`config.mk`:
```
export PLATFORM = sky130hd
export DESIGN_NAME = sofc_regs
export DESIGN_NICKNAME = d
export VERILOG_FILES = /design/src/verilog/sofc_pkg.sv /design/src/verilog/sofc_frame_gen.sv /design/src/verilog/sofc_regs.sv
export SDC_FILE = /design/constraint.sdc
export NUM_CORES = 1
export LEC_CHECK = 0
export BUFFER_PORTS_ARGS = -buffer_cell sky130_fd_sc_hd__buf_2
export CORE_UTILIZATION = 45
export CTS_BUF_LIST = sky130_fd_sc_hd__clkbuf_16
export CTS_CLUSTER_DIAMETER = 30
export CTS_CLUSTER_SIZE = 24
export DETAILED_ROUTE_END_ITERATION = 8
export PLACE_DENSITY = 0.76
export SLEW_MARGIN = 10
export SYNTH_ARGS = -nofsm -noshare
export SYNTH_HDL_FRONTEND = slang
export SYNTH_HIERARCHICAL = 1
export SYNTH_SLANG_ARGS = --single-unit
```
`constraint.sdc`:
```
create_clock -name ref_clk -period 3.4 [get_ports ref_clk]
set_input_delay 0.34 -clock ref_clk [delete_from_list [all_inputs] [get_ports ref_clk]]
set_output_delay 0.34 -clock ref_clk [all_outputs]
set_load 0.1 [all_outputs]
```
`src/verilog/sofc_pkg.sv`:
```
`default_nettype none
package sofc_pkg;

	// ==========================================
	// Register indexes (byte address is four times the index).
	localparam logic [7:0] IDX_FRAME_CFG   = 8'h19;
	localparam logic [7:0] IDX_DRIVE       = 8'h1a;
	localparam logic [7:0] IDX_MAPPER      = 8'h1b;
	localparam logic [7:0] IDX_SKEW        = 8'h1e;
	localparam logic [7:0] IDX_PAT_LOW     = 8'h20;
	localparam logic [7:0] IDX_PAT_MID     = 8'h21;
	localparam logic [7:0] IDX_PAT_HIGH    = 8'h22;
	localparam logic [7:0] IDX_MODE        = 8'h30;
	localparam logic [7:0] IDX_STATUS      = 8'h31;

	// ==========================================
	// Writable bit masks; other bits read as zero.
	localparam logic [7:0] MASK_FRAME_CFG  = 8'h91;
	localparam logic [7:0] MASK_DRIVE      = 8'h40;
	localparam logic [7:0] MASK_MAPPER     = 8'hf8;
	localparam logic [7:0] MASK_SKEW       = 8'h0f;
	localparam logic [7:0] MASK_PAT_HIGH   = 8'h0f;
	localparam logic [7:0] MASK_MODE       = 8'h0f;
	localparam logic [7:0] REG_RESET       = 8'h00;

	// ==========================================
	// Field positions.
	localparam int BIT_SRC_SEL     = 7;
	localparam int BIT_DIVIDE      = 4;
	localparam int BIT_STRETCH     = 0;
	localparam int BIT_REDUCED     = 6;
	localparam int BIT_MAPPER_EN   = 7;
	localparam int BIT_WIDE_EN     = 6;
	localparam int POS_REMAP       = 3;
	localparam int POS_DATA_SKEW   = 2;
	localparam int POS_CLK_SKEW    = 0;
	localparam int POS_DECIM       = 0;
	localparam int POS_LANES       = 2;

	// ==========================================
	// Decimation modes and remap codes.
	localparam logic [1:0] DECIM_BYPASS  = 2'h0;
	localparam logic [1:0] DECIM_REAL    = 2'h1;
	localparam logic [1:0] DECIM_COMPLEX = 2'h2;
	localparam logic [2:0] REMAP_18      = 3'h0;
	localparam logic [2:0] REMAP_16      = 3'h1;
	localparam logic [2:0] REMAP_14      = 3'h2;

	// ==========================================
	// Output word widths in bits.
	localparam logic [4:0] WIDTH_NATIVE  = 5'h0e;
	localparam logic [4:0] WIDTH_14      = 5'h0e;
	localparam logic [4:0] WIDTH_16      = 5'h10;
	localparam logic [4:0] WIDTH_18      = 5'h12;
	localparam logic [4:0] WIDTH_WIDE    = 5'h14;
	localparam logic [4:0] PAT_BITS      = 5'h14;

	// Automatic frame pattern: the upper half of the word's bits high.
	function automatic logic [19:0] sofc_auto_pattern(input logic [4:0] width);
		logic [4:0] zeros;
		zeros = PAT_BITS - {1'b0, width[4:1]};
		return 20'hf_ffff << zeros;
	endfunction : sofc_auto_pattern

endpackage : sofc_pkg
`default_nettype wire

```
`src/verilog/sofc_frame_gen.sv`:
```
`timescale 1ns/1ps
`default_nettype none
module sofc_frame_gen
	import sofc_pkg::*;
(
	// Clock and reset.
	input  wire logic        ref_clk,
	input  wire logic        rst_n,
	// Link bit clock from outside the clock domain.
	input  wire logic        link_bit_clk,
	// Frame settings.
	input  wire logic [19:0] pattern,
	input  wire logic [4:0]  width,
	input  wire logic        divide,
	input  wire logic        stretch,
	// Frame outputs.
	output logic             frame_clock_q,
	output logic             word_start_q
);

	logic       sync1_q;
	logic       sync2_q;
	logic       sync3_q;
	logic       edge_w;
	logic [4:0] idx_q;
	logic       half_q;
	logic [4:0] step_w;
	logic [4:0] next_w;

	// Two flip-flops bring the link clock in; the third finds its rising edges.
	always_ff @(posedge ref_clk) begin
		if (!rst_n) begin
			sync1_q <= 1'b0;
			sync2_q <= 1'b0;
			sync3_q <= 1'b0;
		end else begin
			sync1_q <= link_bit_clk;
			sync2_q <= sync1_q;
			sync3_q <= sync2_q;
		end
	end

	assign edge_w = sync2_q & ~sync3_q;
	assign step_w = divide ? 5'h02 : 5'h01;
	assign next_w = idx_q + step_w;

	// Walks the pattern MSB first; stretch holds each bit for two edges.
	always_ff @(posedge ref_clk) begin
		if (!rst_n) begin
			idx_q         <= 5'h00;
			half_q        <= 1'b0;
			frame_clock_q <= 1'b0;
			word_start_q  <= 1'b0;
		end else begin
			word_start_q <= 1'b0;
			if (edge_w) begin
				frame_clock_q <= pattern[5'h13 - idx_q];
				half_q        <= stretch & ~half_q;
				if (!stretch || half_q) begin
					word_start_q <= (idx_q == 5'h00);
					idx_q        <= (next_w >= width) ? 5'h00 : next_w;
				end
			end
		end
	end

endmodule : sofc_frame_gen
`default_nettype wire

```
`src/verilog/sofc_regs.sv`:
```
// Design decision made here: the APB register port.
`timescale 1ns/1ps
`default_nettype none
module sofc_regs
	import sofc_pkg::*;
(
	// Clock and reset.
	input  wire logic        ref_clk,
	input  wire logic        rst_n,
	// APB slave.
	input  wire logic        psel,
	input  wire logic        penable,
	input  wire logic        pwrite,
	input  wire logic [9:0]  paddr,
	input  wire logic [31:0] pwdata,
	output logic             pready,
	output logic [31:0]      prdata,
	output logic             pslverr,
	// Link bit clock in.
	input  wire logic        link_bit_clk,
	// Controls to the output formatter.
	output logic             frame_clock,
	output logic             word_start,
	output logic             frame_clock_source_sel,
	output logic             reduced_drive_enable,
	output logic [1:0]       data_skew_select,
	output logic [1:0]       bit_clock_skew_select,
	output logic [4:0]       output_width
);

	logic [7:0]  frame_cfg_q;
	logic [7:0]  drive_q;
	logic [7:0]  mapper_q;
	logic [7:0]  skew_q;
	logic [7:0]  pat_low_q;
	logic [7:0]  pat_mid_q;
	logic [7:0]  pat_high_q;
	logic [7:0]  mode_q;
	logic [4:0]  width_q;
	logic [19:0] pattern_q;
	logic        pready_q;
	logic        wr_en;
	logic [7:0]  idx_w;
	logic [7:0]  rd_w;
	logic        hit_w;
	logic [1:0]  decim_w;
	logic [2:0]  remap_w;
	logic [19:0] soft_pat_w;

	// ==========================================
	// APB decode.
	assign idx_w      = paddr[9:2];
	assign wr_en      = psel & penable & pready_q & pwrite & hit_w;
	assign decim_w    = mode_q[POS_DECIM +: 2];
	assign remap_w    = mapper_q[POS_REMAP +: 3];
	assign soft_pat_w = {pat_high_q[3:0], pat_mid_q, pat_low_q};

	// Read mux; unmapped addresses answer with an error and zero data.
	always_comb begin
		hit_w = 1'b1;
		case (idx_w)
			IDX_FRAME_CFG: rd_w = frame_cfg_q;
			IDX_DRIVE:     rd_w = drive_q;
			IDX_MAPPER:    rd_w = mapper_q;
			IDX_SKEW:      rd_w = skew_q;
			IDX_PAT_LOW:   rd_w = pat_low_q;
			IDX_PAT_MID:   rd_w = pat_mid_q;
			IDX_PAT_HIGH:  rd_w = pat_high_q;
			IDX_MODE:      rd_w = mode_q;
			IDX_STATUS:    rd_w = {3'h0, width_q};
			default: begin
				rd_w  = 8'h00;
				hit_w = 1'b0;
			end
		endcase
	end

	// Every access phase waits one cycle, then completes with registered data.
	always_ff @(posedge ref_clk) begin
		if (!rst_n) begin
			pready_q <= 1'b0;
			prdata   <= 32'h0000_0000;
			pslverr  <= 1'b0;
		end else begin
			pready_q <= psel & penable & ~pready_q;
			pslverr  <= psel & penable & ~pready_q & ~hit_w;
			if (psel && penable && !pready_q) begin
				prdata <= pwrite ? 32'h0000_0000 : {24'h00_0000, rd_w};
			end
		end
	end
	assign pready = pready_q;

	// Register writes keep only the defined bits.
	always_ff @(posedge ref_clk) begin
		if (!rst_n) begin
			frame_cfg_q <= REG_RESET;
			drive_q     <= REG_RESET;
			mapper_q    <= REG_RESET;
			skew_q      <= REG_RESET;
			pat_low_q   <= REG_RESET;
			pat_mid_q   <= REG_RESET;
			pat_high_q  <= REG_RESET;
			mode_q      <= REG_RESET;
		end else if (wr_en) begin
			case (idx_w)
				IDX_FRAME_CFG: frame_cfg_q <= pwdata[7:0] & MASK_FRAME_CFG;
				IDX_DRIVE:     drive_q     <= pwdata[7:0] & MASK_DRIVE;
				IDX_MAPPER:    mapper_q    <= pwdata[7:0] & MASK_MAPPER;
				IDX_SKEW:      skew_q      <= pwdata[7:0] & MASK_SKEW;
				IDX_PAT_LOW:   pat_low_q   <= pwdata[7:0];
				IDX_PAT_MID:   pat_mid_q   <= pwdata[7:0];
				IDX_PAT_HIGH:  pat_high_q  <= pwdata[7:0] & MASK_PAT_HIGH;
				IDX_MODE:      mode_q      <= pwdata[7:0] & MASK_MODE;
				default:       mode_q      <= mode_q;
			endcase
		end
	end

	// ==========================================
	// Output word width from mode, mapper and wide enable.
	always_ff @(posedge ref_clk) begin
		if (!rst_n) begin
			width_q <= WIDTH_NATIVE;
		end else if (mapper_q[BIT_WIDE_EN]) begin
			width_q <= WIDTH_WIDE;
		end else if (decim_w == DECIM_BYPASS && !mapper_q[BIT_MAPPER_EN]) begin
			width_q <= WIDTH_NATIVE;
		end else begin
			case (remap_w)
				REMAP_18: width_q <= WIDTH_18;
				REMAP_16: width_q <= WIDTH_16;
				REMAP_14: width_q <= WIDTH_14;
				default:  width_q <= (decim_w == DECIM_COMPLEX) ? WIDTH_16 : WIDTH_18;
			endcase
		end
	end

	// Frame pattern: automatic in bypass, software word otherwise.
	always_ff @(posedge ref_clk) begin
		if (!rst_n) begin
			pattern_q <= 20'h0_0000;
		end else if (decim_w == DECIM_BYPASS) begin
			pattern_q <= sofc_auto_pattern(width_q);
		end else begin
			pattern_q <= soft_pat_w;
		end
	end

	// Registered copies of the settings for the analog output stage.
	always_ff @(posedge ref_clk) begin
		if (!rst_n) begin
			frame_clock_source_sel <= 1'b0;
			reduced_drive_enable   <= 1'b0;
			data_skew_select       <= 2'h0;
			bit_clock_skew_select  <= 2'h0;
			output_width           <= WIDTH_NATIVE;
		end else begin
			frame_clock_source_sel <= frame_cfg_q[BIT_SRC_SEL];
			reduced_drive_enable   <= drive_q[BIT_REDUCED];
			data_skew_select       <= skew_q[POS_DATA_SKEW +: 2];
			bit_clock_skew_select  <= skew_q[POS_CLK_SKEW +: 2];
			output_width           <= width_q;
		end
	end

	// Frame clock generator driven by the link bit clock.
	sofc_frame_gen u_frame_gen (
		.ref_clk       (ref_clk),
		.rst_n         (rst_n),
		.link_bit_clk  (link_bit_clk),
		.pattern       (pattern_q),
		.width         (width_q),
		.divide        (frame_cfg_q[BIT_DIVIDE]),
		.stretch       (frame_cfg_q[BIT_STRETCH]),
		.frame_clock_q (frame_clock),
		.word_start_q  (word_start)
	);
endmodule : sofc_regs
`default_nettype wire

```
; ---- Word level (Yosys, flattened, before mapping)
; Index checks and enable logic that the tools add are counted.
[totals]
output_inout_bits = 47
word_cells = 91
reg_bits = 118
input_bits = 48
[op_classes]
bitwise = 13
reduce_logical = 22
n_addsub = 3
order_cmp = 2
mux = 12
n_shift = 1
eq_ne = 12
[ops]
columns = operator, count
row1 = $pmux W8 S9, 1
row2 = $eq A8 B6 Y1 const B, 5
row3 = $eq A8 B5 Y1 const B, 4
row4 = $mux W20, 1
row5 = $shl A20 B5 Y20 const A, 1
row6 = $reduce_and A2 Y1, 9
row7 = $mux W5, 3
row8 = $pmux W5 S3, 1
row9 = $reduce_or A9 Y1, 1
row10 = $and A1 B1 Y1, 8
row11 = $mux W8, 1
row12 = $lt A5 B6 Y1 const B, 1
row13 = $add A5 B5 Y5, 1
row14 = $bmux W1 S5, 1
row15 = $ge A5 B5 Y1, 1
row16 = $logic_not A5 Y1, 1
row17 = $not A1 Y1, 5
row18 = $sub A5 B4 Y5 const A, 1
row19 = $sub A5 B5 Y5 const A, 1
row20 = $mux W2, 2
row21 = $eq A3 B1 Y1 const B, 1
row22 = $eq A3 B2 Y1 const B, 1
row23 = $logic_and A1 B1 Y1, 3
row24 = $logic_not A1 Y1, 3
row25 = other kinds (7), 8

; ---- Logic depth before layout (Yosys ltp)
[logic_depth]
depth_word = 5
mapped_depth = 11
depth_no_buf = 11

; ---- By module
; The synthesis kept the hierarchy.
[modules_own_cells]
columns = mod, seq_area_each_um2, instances, area_per_inst_um2, cells_each
row1 = sofc_regs, 1621.6, 1, 3628.5, 387
row2 = sofc_frame_gen, 220.2, 1, 839.6, 86

; ---- Worst setup path after synthesis
; Ideal clock, no wire load.
[synth_timing]
kind = register -> register
from = register frame_cfg_q[4]
to = register u_frame_gen.idx_q[0]
path_buffers = 0
path_stages_with_launch = 12
arrival_time_ns = 2.357
period_less_slack_ns = 2.432
slack_ns = 0.968
setup_time_ns = 0.074
cell_sequence = dfxtp_1 inv_1 ha_1 inv_1 fa_1 nand2b_1 xnor2_1 ha_1 nand4bb_1 a211oi_1 o21ai_0 o21ai_0
[synth_between]
elab_chain_cells = 4
[synth_rtl]
columns = item, line_no
row1 = start: declaration, sofc_regs.sv:31  ; logic [7:0] frame_cfg_q;
row2 = start signal: assignment, sofc_regs.sv:107  ; IDX_FRAME_CFG: frame_cfg_q <= pwdata[7:0] & MASK_FRAME_CFG;
row3 = $mux W2 (*), sofc_frame_gen.sv:44  ; assign step_w = divide ? 5'h02 : 5'h01;
row4 = $add A5 B5 Y5 (*), sofc_frame_gen.sv:45  ; assign next_w = idx_q + step_w;
row5 = $ge A5 B5 Y1, sofc_frame_gen.sv:61  ; idx_q <= (next_w >= width) ? 5'h00 : next_w;
row6 = $mux W5 (*), sofc_frame_gen.sv:61
row7 = end signal: assignment, sofc_frame_gen.sv:61
row8 = end: declaration, sofc_frame_gen.sv:25  ; logic [4:0] idx_q;
; Every way passes the cells marked *; elsewhere a longest branch is shown, timed or not.
; A chain may end at the register's enable or synchronous reset.

; ---- Final worst setup path
[layout_timing]
from = register u_frame_gen.idx_q[0]
to = register u_frame_gen.idx_q[0]
[layout_between]
elab_chain_cells = 3
[layout_rtl]
columns = item, line_no
row1 = $add A5 B5 Y5 (*), sofc_frame_gen.sv:45
row2 = $ge A5 B5 Y1, sofc_frame_gen.sv:61
row3 = $mux W5 (*), sofc_frame_gen.sv:61
; Marked as above.

==> flow_summary.ini <==
[yosys]
synth.lib_cells_used.distinct = 57
synth.most_common_cell = sky130_fd_sc_hd__dfxtp_1
synth_largest_type_area_fraction_pct = 41.2
netlist.top_cell.by_area = sky130_fd_sc_hd__dfxtp_1
synth-seq-cells = 92
synth.yosys.warnings = 6
ys_async_sr_fraction_pct = 0
netlist_top_cells_count = sky130_fd_sc_hd__dfxtp_1, sky130_fd_sc_hd__nor2_1, sky130_fd_sc_hd__mux2i_1
post_synth.cell_area_avg_um2 = 9.45
synth_flop_cell = sky130_fd_sc_hd__dfxtp_1
post_synth_edffs = 0
instance_count_of_the_mapped_netlist = 473
synthTopCellsByArea = sky130_fd_sc_hd__dfxtp_1, sky130_fd_sc_hd__mux2i_1, sky130_fd_sc_hd__nor2_1
synth.yosys.seq_area_share_pct = 41.2
post_synth_instance_area_um2 = 4470

[die]
start_util_pct = 46.1
die_w_um = 102
die_footprint_um2 = 10300
die_height_um = 102
boundaryPins = 95
core_area_um2 = 9680
core.rowCount = 36

[clock_network]
clk_transition_reported_paths_ps = 60
clkSinkCount = 92
cts_tree = yes
postCtsSetupRepairBufs = 0
cts_buffer_depth = 2
cts-buffers-inserted = 9
holdBufCountCts = 0
cts-htree-levels = 3
clock_latency_ps = 330
cts_resized = 0
cts_root_buf = sky130_fd_sc_hd__clkbuf_16

[global_routing]
grt_antenna_before_repair = 0
grt_pass1_vias = 3396
grt_start_max_net_pins = 60
grt.total_usage_pct = 21.8
grt_first_pass_wirelength_mm = 17.1
global_route.overflow_total = 0

[drt]
vias = 3541
route.detailed.vias_per_inst = 5.52
drt_iter0_drc = 244
detail_route.wirelength_mm = 10.4
drtAntennaViolNets = 0
wl_per_cell_um = 16.3
route.detailed.drc = 0
first_pass_iters = 8

[place]
hpwlAfterDp_mm = 7.55
io_buffer_count = 43
finalWeightedCongestion = 0.873
post_placement_cell_area_um2 = 4660

[setup_path]
worstSetupEndpointType = flop
crit_type = flop to flop
launching_element_of_the_worst_setup_path = u_frame_gen/idx_q[0]
reg2reg_slack_ps = 350
worst-endpoint-arrival_ps = 3310
required_ps = 3660
timing.critical_path.from_type = flop
reg2reg_from = u_frame_gen/idx_q[0]
crit_path_max_fanout = 8

[status]
status = finished, final reports clean

[finish]
areaGrowthSynthToFinish_pct = 10.5
layout-drive-gt1-share_pct = 13.6
layout.nets = 566
finish.instance_area_um2 = 4940
num_antenna_cells = 0

[power_and_ir_drop]
swShare_pct = 26.1
seqPwrFrac_pct = 48.1
total_leakage_power_nw = 2.20
total_power_mw = 2.27
power.internal_mw = 1.68
max-vdd-ir-drop_v = 0.000272
power.share.combinational_pct = 10.2
netSwitchingPower_mw = 0.592
power.density_cell_area_nw_per_um2 = 459
share_clk_of_total_power_pct = 41.7

[timing]
final_min_period_over_clock_period_pct = 89.8
fin_worst_skew_ps = 5.82
slew-limit-headroom_pct = 28.5
fin_crit_period_ps = 3050
timing.final.hold_violations = 0
fmax_ghz = 0.327
tns_ps = 0
final-max-slew-violation-count = 0
grt_setup_unrepaired = false
worst_hold_slack_across_all_endpoints_ps = 221
tightestPinTransition_ps = 1070
setup_viol_count_final = 0

[min_path]
min_delay_src = link_bit_clk
worst_hold_path_type = input pin to flop

[run]
drv.max_cap_violation_count = 0
[placed cells by master, fill, tap and decap left out, types with 5 or more instances in the layout]
master / instances
sky130_fd_sc_hd__o21ai_0: 17
sky130_fd_sc_hd__mux4_1: 5
sky130_fd_sc_hd__buf_2: 43
sky130_fd_sc_hd__a32oi_1: 12
sky130_fd_sc_hd__a22o_1: 5
sky130_fd_sc_hd__nor2b_1: 6
sky130_fd_sc_hd__a22oi_1: 8
sky130_fd_sc_hd__inv_1: 22
sky130_fd_sc_hd__clkbuf_16: 9
sky130_fd_sc_hd__mux2i_1: 44
sky130_fd_sc_hd__dfxtp_1: 92
sky130_fd_sc_hd__a21oi_1: 19
sky130_fd_sc_hd__ha_1: 13
sky130_fd_sc_hd__nor2_1: 58
sky130_fd_sc_hd__and2_1: 12
sky130_fd_sc_hd__nand2b_1: 8
sky130_fd_sc_hd__nand3_1: 7
sky130_fd_sc_hd__conb_1: 26
sky130_fd_sc_hd__nand2_1: 25
sky130_fd_sc_hd__nor4_1: 5
sky130_fd_sc_hd__nand3b_1: 7
[sequential cells by signal, summed over array words and instances, names as in the netlist, 2 cells and up]
register and flops:
bit_clock_skew_select 2, mapper_q 5, pat_low_q 8, mode_q 4, u_frame_gen/idx_q 5, prdata 8
pat_mid_q 8, pat_high_q 4, width_q 4, data_skew_select 2, output_width 4, pattern_q 20
skew_q 4, frame_cfg_q 3
[area by class of cell]
| cell class | instances | area [um2] |
|---|---|---|
| fill | 886 | 4750 |
| inverter | 23 | 86.3 |
| multi-input combinational | 334 | 2340 |
| timing repair buffer | 44 | 223 |
| clock inverter | 6 | 56.3 |
| sequential | 92 | 1840 |
| clock buffer | 9 | 225 |
| tap | 133 | 166 |
[critical path: stages (launching register included)]
cell and delay (ps):
sky130_fd_sc_hd__dfxtp_1 560, sky130_fd_sc_hd__ha_1 270, sky130_fd_sc_hd__inv_1 60, sky130_fd_sc_hd__fa_1 440, sky130_fd_sc_hd__nand2b_1 190, sky130_fd_sc_hd__xnor2_1 150, sky130_fd_sc_hd__ha_1 190, sky130_fd_sc_hd__nand4bb_1 160
sky130_fd_sc_hd__a211oi_1 560, sky130_fd_sc_hd__o21ai_0 220, sky130_fd_sc_hd__o21ai_0 190
[power groups by stage]
stage               sequential, mW  clock [mW]  combinational (mW)
floorplan                     1.13           0               0.203
CTS                           1.09       0.961               0.230
global placement              1.12           0               0.227
global route                  1.09        1.01               0.243
finish                        1.09       0.945               0.232
detailed placement            1.12           0               0.229
[path summary, 6_finish.rpt]
kind                               end  depth (start not counted)
setup / recovery  u_frame_gen/idx_q[0]                         10
hold / removal     u_frame_gen/sync1_q                          2
setup reg to reg  u_frame_gen/idx_q[0]                         10
hold reg to reg    u_frame_gen/sync2_q                          1
[kinds of logic (layout without fill, tap and decap cells)]
logic type / after synthesis / count (layout) / synth area share [%]
AND/OR/NAND/NOR: 153 / 153 / 18.0
flip-flops: 92 / 92 / 41.2
AO/OA/AOI/OAI: 83 / 83 / 12.8
buffers and inverters: 72 / 82 / 8.51
multiplexers: 53 / 53 / 14.3
adder cells (fa/ha/maj): 14 / 14 / 4.09
XOR/XNOR: 5 / 5 / 0.980
other: 1 / 26 / 0.0839
[through the flow]
stage / cells / setup slack (ps) / util, %
3_3_place_gp: 626 / 559 / 48.1
5_1_grt: 641 / 19.1 / 51.0
6_report: 641 / 345 / 51.0
4_1_cts: 641 / 369 / 51.0
2_1_floorplan: 498 / 968 / -
3_5_place_dp: 626 / 441 / 48.1
[per-layer routing]
| metal | GRT usage (%) | vias to the layer above | wire, um |
|---|---|---|---|
| li1 | - | 1688 | - |
| met1 | 27.9 | 1683 | 4520 |
| met2 | 35.5 | 139 | 4940 |
| met3 | 4.28 | 31 | 600 |
| met4 | 10.3 | 0 | 357 |
| met5 | 0 | - | 0 |
Note: power is estimated with default switching activity, not from simulation.
